### config.mk
export PLATFORM = sky130hd
export DESIGN_NAME = timer_channel_polarity_counter
export DESIGN_NICKNAME = d
export VERILOG_FILES = /design/src/core/timer_chan_pkg.sv /design/src/core/pin_sync.sv /design/src/core/chan_capture.sv /design/src/core/timer_channel_polarity_counter.sv
export SDC_FILE = /design/constraint.sdc
export NUM_CORES = 1
export LEC_CHECK = 0
export BUFFER_PORTS_ARGS = -buffer_cell sky130_fd_sc_hd__buf_2
export CAP_MARGIN = 10
export CELL_PAD_IN_SITES_DETAIL_PLACEMENT = 1
export CELL_PAD_IN_SITES_GLOBAL_PLACEMENT = 2
export CORE_MARGIN = 2
export CORE_UTILIZATION = 33
export DETAILED_ROUTE_END_ITERATION = 8
export PLACE_DENSITY = 0.88
export SETUP_SLACK_MARGIN = 0.4
export SLEW_MARGIN = 20
export SYNTH_ARGS = -nofsm -noshare
export SYNTH_HDL_FRONTEND = slang
export SYNTH_SLANG_ARGS = --single-unit
### constraint.sdc
create_clock -name core_clk -period 5.4 [get_ports core_clk]
set_clock_uncertainty 0.1 [all_clocks]
set_input_delay 0.81 -clock core_clk [delete_from_list [all_inputs] [get_ports core_clk]]
set_output_delay 0.81 -clock core_clk [all_outputs]
set_load 0.05 [all_outputs]
### src/core/timer_chan_pkg.sv
// Shared constants, field layout and carrier types of the timer slice
package timer_chan_pkg;
  localparam int          NUM_CHAN    = 4;
  localparam int          CNT_W       = 16;
  localparam int          ADDR_W      = 8;
  localparam int          DATA_W      = 32;
  localparam int          REG_W       = 16;
  localparam int          CHAN_STRIDE = 4;
  localparam int          EN_POS      = 0;
  localparam int          POL_POS     = 1;
  localparam int          PSC_W       = 3;
  localparam int          WORD_LSB    = 2;
  localparam int          HALF_BIT    = 1;
  localparam logic [7:0]  CTRL_OFFSET = 8'h20;
  localparam logic [7:0]  CNT_OFFSET  = 8'h24;
  localparam logic [15:0] CTRL_RESET  = 16'h0000;
  localparam logic [15:0] CNT_RESET   = 16'h0000;
  localparam logic [15:0] CTRL_WMASK  = 16'h3333;
  localparam logic [15:0] CNT_STEP    = 16'h0001;
  localparam logic        SIZE_HALF   = 1'h0;
  localparam logic        SIZE_WORD   = 1'h1;
  localparam logic [1:0]  PSC_DIV1    = 2'h0;
  localparam logic [1:0]  PSC_DIV2    = 2'h1;
  localparam logic [1:0]  PSC_DIV4    = 2'h2;
  localparam logic [2:0]  LIM_DIV1    = 3'h0;
  localparam logic [2:0]  LIM_DIV2    = 3'h1;
  localparam logic [2:0]  LIM_DIV4    = 3'h3;
  localparam logic [2:0]  LIM_DIV8    = 3'h7;

  typedef struct packed {
    logic [7:0]  addr;
    logic        wr;
    logic        rd;
    logic        size;
    logic [31:0] wdata;
  } reg_req_s;

  typedef struct packed {
    logic pol;
    logic en;
  } chan_ctrl_s;

  // Last edge count before a capture, per prescaler setting
  function automatic logic [2:0] psc_limit(input logic [1:0] sel);
    case (sel)
      PSC_DIV1: psc_limit = LIM_DIV1;
      PSC_DIV2: psc_limit = LIM_DIV2;
      PSC_DIV4: psc_limit = LIM_DIV4;
      default:  psc_limit = LIM_DIV8;
    endcase
  endfunction

  // Polarity and enable of one channel out of the control word
  function automatic chan_ctrl_s ctrl_field(input logic [15:0] r,
                                            input int          ch);
    chan_ctrl_s f;
    f.pol = r[ch * CHAN_STRIDE + POL_POS];
    f.en  = r[ch * CHAN_STRIDE + EN_POS];
    return f;
  endfunction
endpackage

### src/core/pin_sync.sv
// Three-stage pin synchroniser with agreement filter
`timescale 1ns/10ps
module pin_sync (
  input  wire logic core_clk,
  input  wire logic rst,
  input  wire logic ce,
  input  wire logic pin,
  output logic      level
);
  logic s1_q, s1_d, s2_q, s2_d, s3_q, s3_d, lvl_q, lvl_d;

  always_comb begin
    s1_d  = pin;
    s2_d  = s1_q;
    s3_d  = s2_q;
    lvl_d = (s2_q == s3_q) ? s3_q : lvl_q;
  end

  always_ff @(posedge core_clk or posedge rst) begin
    if (rst) begin
      s1_q  <= 1'h0;
      s2_q  <= 1'h0;
      s3_q  <= 1'h0;
      lvl_q <= 1'h0;
    end else if (ce) begin
      s1_q  <= s1_d;
      s2_q  <= s2_d;
      s3_q  <= s3_d;
      lvl_q <= lvl_d;
    end
  end

  assign level = lvl_q;
endmodule

### src/core/chan_capture.sv
// Edge select, trigger polarity and capture prescaler of one channel
`timescale 1ns/10ps
module chan_capture
  import timer_chan_pkg::*;
(
  input  wire logic       core_clk,
  input  wire logic       rst,
  input  wire logic       ce,
  input  wire logic       level,
  input  wire logic       polarity,
  input  wire logic       enable,
  input  wire logic       in_mode,
  input  wire logic [1:0] psc_sel,
  output logic            trigger,
  output logic            cap_pulse
);
  logic             trig_q, trig_d, cap_q, cap_d, edge_seen;
  logic [PSC_W-1:0] psc_q, psc_d;

  always_comb begin
    trig_d    = level ^ polarity;
    edge_seen = trig_d & ~trig_q;
    psc_d     = psc_q;
    cap_d     = 1'h0;
    if (!enable) begin
      psc_d = '0;
    end else if (in_mode && edge_seen) begin
      if (psc_q >= psc_limit(psc_sel)) begin
        psc_d = '0;
        cap_d = 1'h1;
      end else begin
        psc_d = psc_q + PSC_W'(1);
      end
    end
  end

  always_ff @(posedge core_clk or posedge rst) begin
    if (rst) begin
      trig_q <= 1'h0;
      cap_q  <= 1'h0;
      psc_q  <= '0;
    end else if (ce) begin
      trig_q <= trig_d;
      cap_q  <= cap_d;
      psc_q  <= psc_d;
    end
  end

  assign trigger   = trig_q;
  assign cap_pulse = cap_q;

  no_capture_a: assert property (@(posedge core_clk) disable iff (rst)
    ce && !enable |=> !cap_q)
    else $error("capture while channel disabled");
  psc_reset_a: assert property (@(posedge core_clk) disable iff (rst)
    ce && !enable |=> psc_q == '0)
    else $error("prescaler not cleared by disable");
  trig_polarity_a: assert property (@(posedge core_clk) disable iff (rst)
    ce |=> trig_q == $past(level ^ polarity))
    else $error("trigger polarity wrong");
  edge_capture_a: assert property (@(posedge core_clk) disable iff (rst)
    ce && enable && in_mode && psc_sel == PSC_DIV1
    && (level ^ polarity) && !trig_q |=> cap_q)
    else $error("selected edge not captured");
endmodule

### src/core/timer_channel_polarity_counter.sv
// Channel polarity/enable control and counter register of the timer
// Operation
// - Output polarity 0 active high, 1 active low
// - Input polarity 0 rising, 1 falling capture edge
// - Trigger passes inverted when polarity is 1
// - Output enable lets output follow compare, cleared holds it at 0
// - Input enable permits capture, cleared blocks it
// - Channel 0 enable bit 0, polarities 1,5,9,13
// - Enables of channels 1-3 at bits 4,8,12
// - Counter read returns the live count
// - Counter write replaces running count
// - Half-word and word accesses both accepted
// - Clearing enable resets capture prescaler
`timescale 1ns/10ps
module timer_channel_polarity_counter
  import timer_chan_pkg::*;
#(
  parameter int N_CHAN  = timer_chan_pkg::NUM_CHAN,
  parameter int COUNT_W = timer_chan_pkg::CNT_W
) (
  input  wire logic                           core_clk,
  input  wire logic                           rst,
  input  wire logic                           ce,
  input  wire timer_chan_pkg::reg_req_s       reg_req,
  output logic [timer_chan_pkg::DATA_W-1:0]   reg_rdata,
  output logic                                reg_rvalid,
  input  wire logic                           count_enable,
  input  wire logic [N_CHAN-1:0]              chan_in_mode,
  input  wire logic [N_CHAN-1:0]              chan_cmp_ref,
  input  wire logic [N_CHAN-1:0][1:0]         chan_psc_sel,
  input  wire logic [N_CHAN-1:0]              chan_input_signal,
  output logic [N_CHAN-1:0]                   chan_output,
  output logic [N_CHAN-1:0]                   chan_trigger,
  output logic [N_CHAN-1:0]                   capture_event,
  output logic [N_CHAN-1:0][COUNT_W-1:0]      capture_value,
  output logic [COUNT_W-1:0]                  count_field
);
  import timer_chan_pkg::*;

  if (N_CHAN < 1 || N_CHAN > NUM_CHAN) begin : g_chan_check
    $error("N_CHAN must be 1 to 4");
  end
  if (COUNT_W < 1 || COUNT_W > REG_W) begin : g_cnt_check
    $error("COUNT_W must be 1 to 16");
  end

  // Register decode
  function automatic logic addr_hit(input logic [7:0] a,
                                    input logic [7:0] off);
    return a[7:WORD_LSB] == off[7:WORD_LSB];
  endfunction

  // Upper half-word of a register lies above the 16 used bits
  function automatic logic low_half(input reg_req_s r);
    return (r.size == SIZE_WORD) || !r.addr[HALF_BIT];
  endfunction

  logic        ctrl_wr, cnt_wr, ctrl_rd, cnt_rd;
  logic [15:0] wdata16;

  always_comb begin
    wdata16 = reg_req.wdata[REG_W-1:0];
    ctrl_wr = reg_req.wr && addr_hit(reg_req.addr, CTRL_OFFSET)
              && low_half(reg_req);
    cnt_wr  = reg_req.wr && addr_hit(reg_req.addr, CNT_OFFSET)
              && low_half(reg_req);
    ctrl_rd = reg_req.rd && addr_hit(reg_req.addr, CTRL_OFFSET)
              && low_half(reg_req);
    cnt_rd  = reg_req.rd && addr_hit(reg_req.addr, CNT_OFFSET)
              && low_half(reg_req);
  end

  // Control register
  logic [15:0] ctrl_q, ctrl_d;

  always_comb begin
    ctrl_d = ctrl_q;
    if (ctrl_wr) begin
      ctrl_d = wdata16 & CTRL_WMASK;
    end
  end

  always_ff @(posedge core_clk or posedge rst) begin
    if (rst) begin
      ctrl_q <= CTRL_RESET;
    end else if (ce) begin
      ctrl_q <= ctrl_d;
    end
  end

  // Counter
  logic [COUNT_W-1:0] cnt_q, cnt_d;

  always_comb begin
    cnt_d = cnt_q;
    if (cnt_wr) begin
      cnt_d = wdata16[COUNT_W-1:0];
    end else if (count_enable) begin
      cnt_d = cnt_q + CNT_STEP[COUNT_W-1:0];
    end
  end

  always_ff @(posedge core_clk or posedge rst) begin
    if (rst) begin
      cnt_q <= CNT_RESET[COUNT_W-1:0];
    end else if (ce) begin
      cnt_q <= cnt_d;
    end
  end

  assign count_field = cnt_q;

  // Read port
  logic [DATA_W-1:0] rdata_q, rdata_d;
  logic              rvalid_q, rvalid_d;

  always_comb begin
    rdata_d  = '0;
    rvalid_d = reg_req.rd;
    if (ctrl_rd) begin
      rdata_d = {{(DATA_W-REG_W){1'h0}}, ctrl_q};
    end else if (cnt_rd) begin
      rdata_d = {{(DATA_W-COUNT_W){1'h0}}, cnt_q};
    end
  end

  always_ff @(posedge core_clk or posedge rst) begin
    if (rst) begin
      rdata_q  <= '0;
      rvalid_q <= 1'h0;
    end else if (ce) begin
      rdata_q  <= rdata_d;
      rvalid_q <= rvalid_d;
    end
  end

  assign reg_rdata  = rdata_q;
  assign reg_rvalid = rvalid_q;

  // Channels
  chan_ctrl_s [N_CHAN-1:0]         cfg;
  logic [N_CHAN-1:0]               out_q, out_d;
  logic [N_CHAN-1:0]               lvl;
  logic [N_CHAN-1:0]               cap_pulse;
  logic [N_CHAN-1:0][COUNT_W-1:0]  capv_q, capv_d;

  always_comb begin
    for (int i = 0; i < N_CHAN; i++) begin
      cfg[i]    = ctrl_field(ctrl_q, i);
      out_d[i]  = 1'h0;
      capv_d[i] = capv_q[i];
      if (!chan_in_mode[i] && cfg[i].en) begin
        out_d[i] = chan_cmp_ref[i] ^ cfg[i].pol;
      end
      if (cap_pulse[i]) begin
        capv_d[i] = cnt_q;
      end
    end
  end

  always_ff @(posedge core_clk or posedge rst) begin
    if (rst) begin
      out_q  <= '0;
      capv_q <= '0;
    end else if (ce) begin
      out_q  <= out_d;
      capv_q <= capv_d;
    end
  end

  assign chan_output   = out_q;
  assign capture_event = cap_pulse;
  assign capture_value = capv_q;

  for (genvar g = 0; g < N_CHAN; g++) begin : g_chan
    pin_sync u_sync (
      .core_clk (core_clk),
      .rst      (rst),
      .ce       (ce),
      .pin      (chan_input_signal[g]),
      .level    (lvl[g])
    );

    chan_capture u_cap (
      .core_clk  (core_clk),
      .rst       (rst),
      .ce        (ce),
      .level     (lvl[g]),
      .polarity  (cfg[g].pol),
      .enable    (cfg[g].en),
      .in_mode   (chan_in_mode[g]),
      .psc_sel   (chan_psc_sel[g]),
      .trigger   (chan_trigger[g]),
      .cap_pulse (cap_pulse[g])
    );

    out_active_a: assert property (@(posedge core_clk) disable iff (rst)
      ce && !chan_in_mode[g] && cfg[g].en
      |=> chan_output[g] == $past(chan_cmp_ref[g] ^ cfg[g].pol))
      else $error("output active level wrong");

    out_disabled_a: assert property (@(posedge core_clk) disable iff (rst)
      ce && !cfg[g].en |=> !chan_output[g])
      else $error("disabled channel drives output");

    cap_latch_a: assert property (@(posedge core_clk) disable iff (rst)
      ce && cap_pulse[g] |=> capture_value[g] == $past(cnt_q))
      else $error("capture value not latched");

    cap_disabled_a: assert property (@(posedge core_clk) disable iff (rst)
      ce && !cfg[g].en ##1 ce && !cfg[g].en |-> !capture_event[g])
      else $error("capture on disabled channel");
  end

  // Register checks
  ctrl_write_a: assert property (@(posedge core_clk) disable iff (rst)
    ce && ctrl_wr |=> ctrl_q == ($past(wdata16) & CTRL_WMASK))
    else $error("control write not stored");

  ctrl_hold_a: assert property (@(posedge core_clk) disable iff (rst)
    !ctrl_wr || !ce |=> $stable(ctrl_q))
    else $error("control changed without write");

  cnt_write_a: assert property (@(posedge core_clk) disable iff (rst)
    ce && cnt_wr |=> cnt_q == $past(wdata16[COUNT_W-1:0]))
    else $error("counter write not applied");

  cnt_continue_a: assert property (@(posedge core_clk) disable iff (rst)
    ce && cnt_wr ##1 ce && count_enable && !cnt_wr
    |=> cnt_q == $past(wdata16[COUNT_W-1:0], 2) + CNT_STEP[COUNT_W-1:0])
    else $error("counting did not resume from written value");

  cnt_step_a: assert property (@(posedge core_clk) disable iff (rst)
    ce && count_enable && !cnt_wr
    |=> cnt_q == $past(cnt_q) + CNT_STEP[COUNT_W-1:0])
    else $error("counter did not step");

  cnt_read_a: assert property (@(posedge core_clk) disable iff (rst)
    ce && cnt_rd |=> reg_rvalid
    && reg_rdata == {{(DATA_W-COUNT_W){1'h0}}, $past(cnt_q)})
    else $error("counter read not live value");

  half_access_a: assert property (@(posedge core_clk) disable iff (rst)
    ce && reg_req.rd && reg_req.size == SIZE_HALF
    && !reg_req.addr[HALF_BIT] && addr_hit(reg_req.addr, CTRL_OFFSET)
    |=> reg_rdata == {{(DATA_W-REG_W){1'h0}}, $past(ctrl_q)})
    else $error("half-word control read wrong");

  freeze_a: assert property (@(posedge core_clk) disable iff (rst)
    !ce |=> $stable(cnt_q) && $stable(chan_output) && $stable(reg_rdata))
    else $error("state moved while clock enable low");
endmodule

==> summary.md <==
| Metric | Value |
|---|---|
| TritonCTS Buffers | 17 |
| CP Launch Type | input pin |
| Drt total wl | 19,380 um |
| Core area | 0.02030 mm2 |
| Sequential element share of the synthesized area | 53.09% |
| Worst skew pair latency | 410 ps |
| Met1 global-route usage | 24.64% |
| Non-filler instance count after layout | 1,041 |
| Crit path required time | 5650 ps |
| Clk sinks | 145 |
| Total setup buffers inserted after CTS | 0 |
| Primary FF master, synth | dfrtp_1 |
| R2r setup slk | 3050 ps |
| Relative slew slack | 32.69% |
| Setup-failing EPs final | 0 |
| DRT iter0 DRCs | 242 |
| Placed cells | 1,011 |
| GR Util met2 | 29.65% |
| Clock root cell | clkbuf_16 |
| DRC viols | 0 |
| Critical Path End Type | flop |
| CTS tree | built |
| Worst reg2reg path depth | 4 |
| CTS hold repair buffers | 0 |
| Synth warn | 0 |
| Global-route wire length before repair | 30,620 um |
| Initial core utilization | 33.67% |
| Leak Pwr | 0.004215 uW |
| PwrDens | 354.6 mW/mm2 |
| Hold path cells | 2 |
| Post-synthesis cell area | 0.006834 mm2 |
| Mapped Cells | 615 |
| IO Count | 192 |
| Slowest stage delay, CP | 780 ps |
| Min-delay worst type | reg2reg |
| RSZ-0062 raised after global routing | no |
| Reg2reg start | count_field[5] |
| Met3 usage | 3.981% |
| Net count, final | 844 |
| Final Slew Violations | 0 |
| GPL Wtd Cong | 0.8114 |
| Hold endpoint | capture_value[42] |
| Via density | 5.070 |
| Post-route setup TNS | 0 ps |
| First-pass DRT Iterations | 4 |
| Post-synthesis average cell area | 11.11 um2 |
| Critical Path Fanout Max | 20 |
| CP Cell Sequence | buf_2 > buf_4 > and2_1 > nand4_1 > nor2_1 > a22o_1 |
| CTS Buffer Depth | 2 |
| Ys async rst share | 100.0% |
| Most frequent cells in the layout | buf_2, dfrtp_1, nand2_1 |
| Final Hold Vio Count | 0 |
| Transition time of the tightest slew-check pin | 1007 ps |
| Final Critical Period | 2798 ps |
| Largest net degree at the start of global routing | 101 |
| Final HPWL DP | 14,100 um |
| Die X | 147.9 um |
| Share of cells above drive strength 1 | 32.99% |
| Crit Path Category | in2reg |
| Initial antenna violation count | 3 |
| CP arrival | 3040 ps |
| Total grt overflow | 0 |
| Slowest cell on crit path | nor2_1 |
| Htree depth | 4 |
| PortBufs | 158 |
| Maximum VDD drop | 0.0001827 V |
| Fmax | 0.3575 GHz |
| Die Y | 147.9 um |
| Area of the die | 0.02188 mm2 |
| Max Cap Violations | 0 |
| Count of different cell masters after synthesis | 61 |
| Post-synth EDFFs | 0 |
| Vias | 5,278 |
| Hold Startpoint | capture_value[42] |
| Busiest grt layer | met2 |
| FF-to-FF End | count_field[15] |
| Final Cycle Share | 51.81% |
| Reg clk slew, reported paths | 60 ps |
| Synth Register Bits | 145 |
| Vias in the first global route | 5,401 |
| Area Overhead vs Synth | 21.22% |
| Most common cell after layout, fill and taps aside | buf_2 |
| Design Power | 2938 uW |
| WL/cell | 18.61 um |
| CTS resizes | 0 |
| Rows | 52 |
| Overall global routing resource usage | 18.09% |
| Final ANT Viol Nets | 0 |
| Outcome | finished clean |
[critical path: cells and delay by family]
family	cells	cell delay (ps)
buffers and inverters	2	620
AOI/OAI and AO/OA	1	230
and+or+nand+nor	3	1360
[Yosys cell counts, drive strengths merged (5+ instances only)]
| library cell | n | area share [%] |
|---|---|---|
| a211oi | 11 | 1.2 |
| and3 | 5 | 0.48 |
| mux2 | 49 | 8.1 |
| clkbuf | 16 | 0.88 |
| o21ai | 56 | 4.1 |
| or4 | 5 | 0.60 |
| nor4 | 5 | 0.46 |
| nor2 | 10 | 0.55 |
| mux2i | 19 | 2.8 |
| buf | 37 | 3.9 |
| nand2 | 59 | 3.2 |
| a22o | 12 | 1.5 |
| dfrtp | 145 | 53 |
| inv | 37 | 2.0 |
| xnor2 | 8 | 1.0 |
| nand4 | 5 | 0.68 |
| a2111oi | 6 | 0.77 |
| ha | 17 | 3.1 |
| o211ai | 5 | 0.55 |
| nor3 | 6 | 0.44 |
| nand2b | 9 | 0.82 |
| o2bb2ai | 11 | 1.4 |
| nand3 | 16 | 1.4 |
| a21oi | 14 | 1.0 |
| o22ai | 8 | 0.73 |
[through the flow]
step	hold slack [ps]	setup WS, ps	area, um2	util, %
final	373.3	2602	8284	40.81
after global routing	404.9	2373	8284	40.81
after CTS	379.0	2538	8274	40.76
after detailed placement	365.2	2102	7740	38.13
after global placement	359.0	2193	7740	38.13
after floorplan	346.0	595.4	6890	-
[per-layer routing]
layer,vias up,wire length (um),share of wire (%)
li1,2459,-,-
met1,2675,8766,45
met2,128,9377,48
met3,14,1033,5.3
met4,2,185,0.95
met5,-,13,0.067
[worst max path at each step]
stage               depth (start not counted)  startpoint          endpoint
finish                                      6          ce      reg_rdata[7]
detailed placement                          6          ce      reg_rdata[6]
global route                                6          ce     reg_rdata[15]
floorplan                                   1         rst  capture_value[0]
global placement                            6          ce      reg_rdata[7]
CTS                                         6          ce      reg_rdata[7]
[kinds of logic (layout without fill, tap and decap cells)]
logic type	count (synthesis)	after routing	share of synthesized area (%)
adder cells (fa/ha/maj)	17	17	3.112
flip-flops	145	145	53.09
buffers and inverters	91	231	6.902
multiplexers	68	68	10.86
AO/OA/AOI/OAI	148	148	14.46
XOR/XNOR	8	8	1.025
other	1	17	0.05487
AND/OR/NAND/NOR	137	137	10.49
[cell type report]
class                           instances  area (um2)
Antenna cell                            1       2.502
Clock buffer                           19       442.9
Clock inverter                         10       91.34
Fill cell                            2315       12020
Inverter                               38       147.6
Multi-Input combinational cell        394        2798
Sequential cell                       145        3628
Tap cell                              270       337.8
Timing Repair Buffer                  164       835.8
[sequential cells by signal, summed over array words and instances, names as in the netlist]
| name | count |
|---|---|
| capture_value | 64 |
| chan_output | 4 |
| count_field | 16 |
| ctrl_q | 8 |
| g_chan.u_cap.cap_pulse | 4 |
| g_chan.u_cap.psc_q | 12 |
| g_chan.u_cap.trigger | 4 |
| g_chan.u_sync.level | 4 |
| g_chan.u_sync.s1_q | 4 |
| g_chan.u_sync.s2_q | 4 |
| g_chan.u_sync.s3_q | 4 |
| reg_rdata | 16 |
| reg_rvalid | 1 |
[report_power, final]
part | switching, uW | internal (uW) | total (uW)
sequential | 125 | 1170 | 1290
combinational | 413 | 149 | 562
clock | 449 | 636 | 1090
total | 987 | 1950 | 2940
Note: power is estimated with default switching activity, not from simulation.
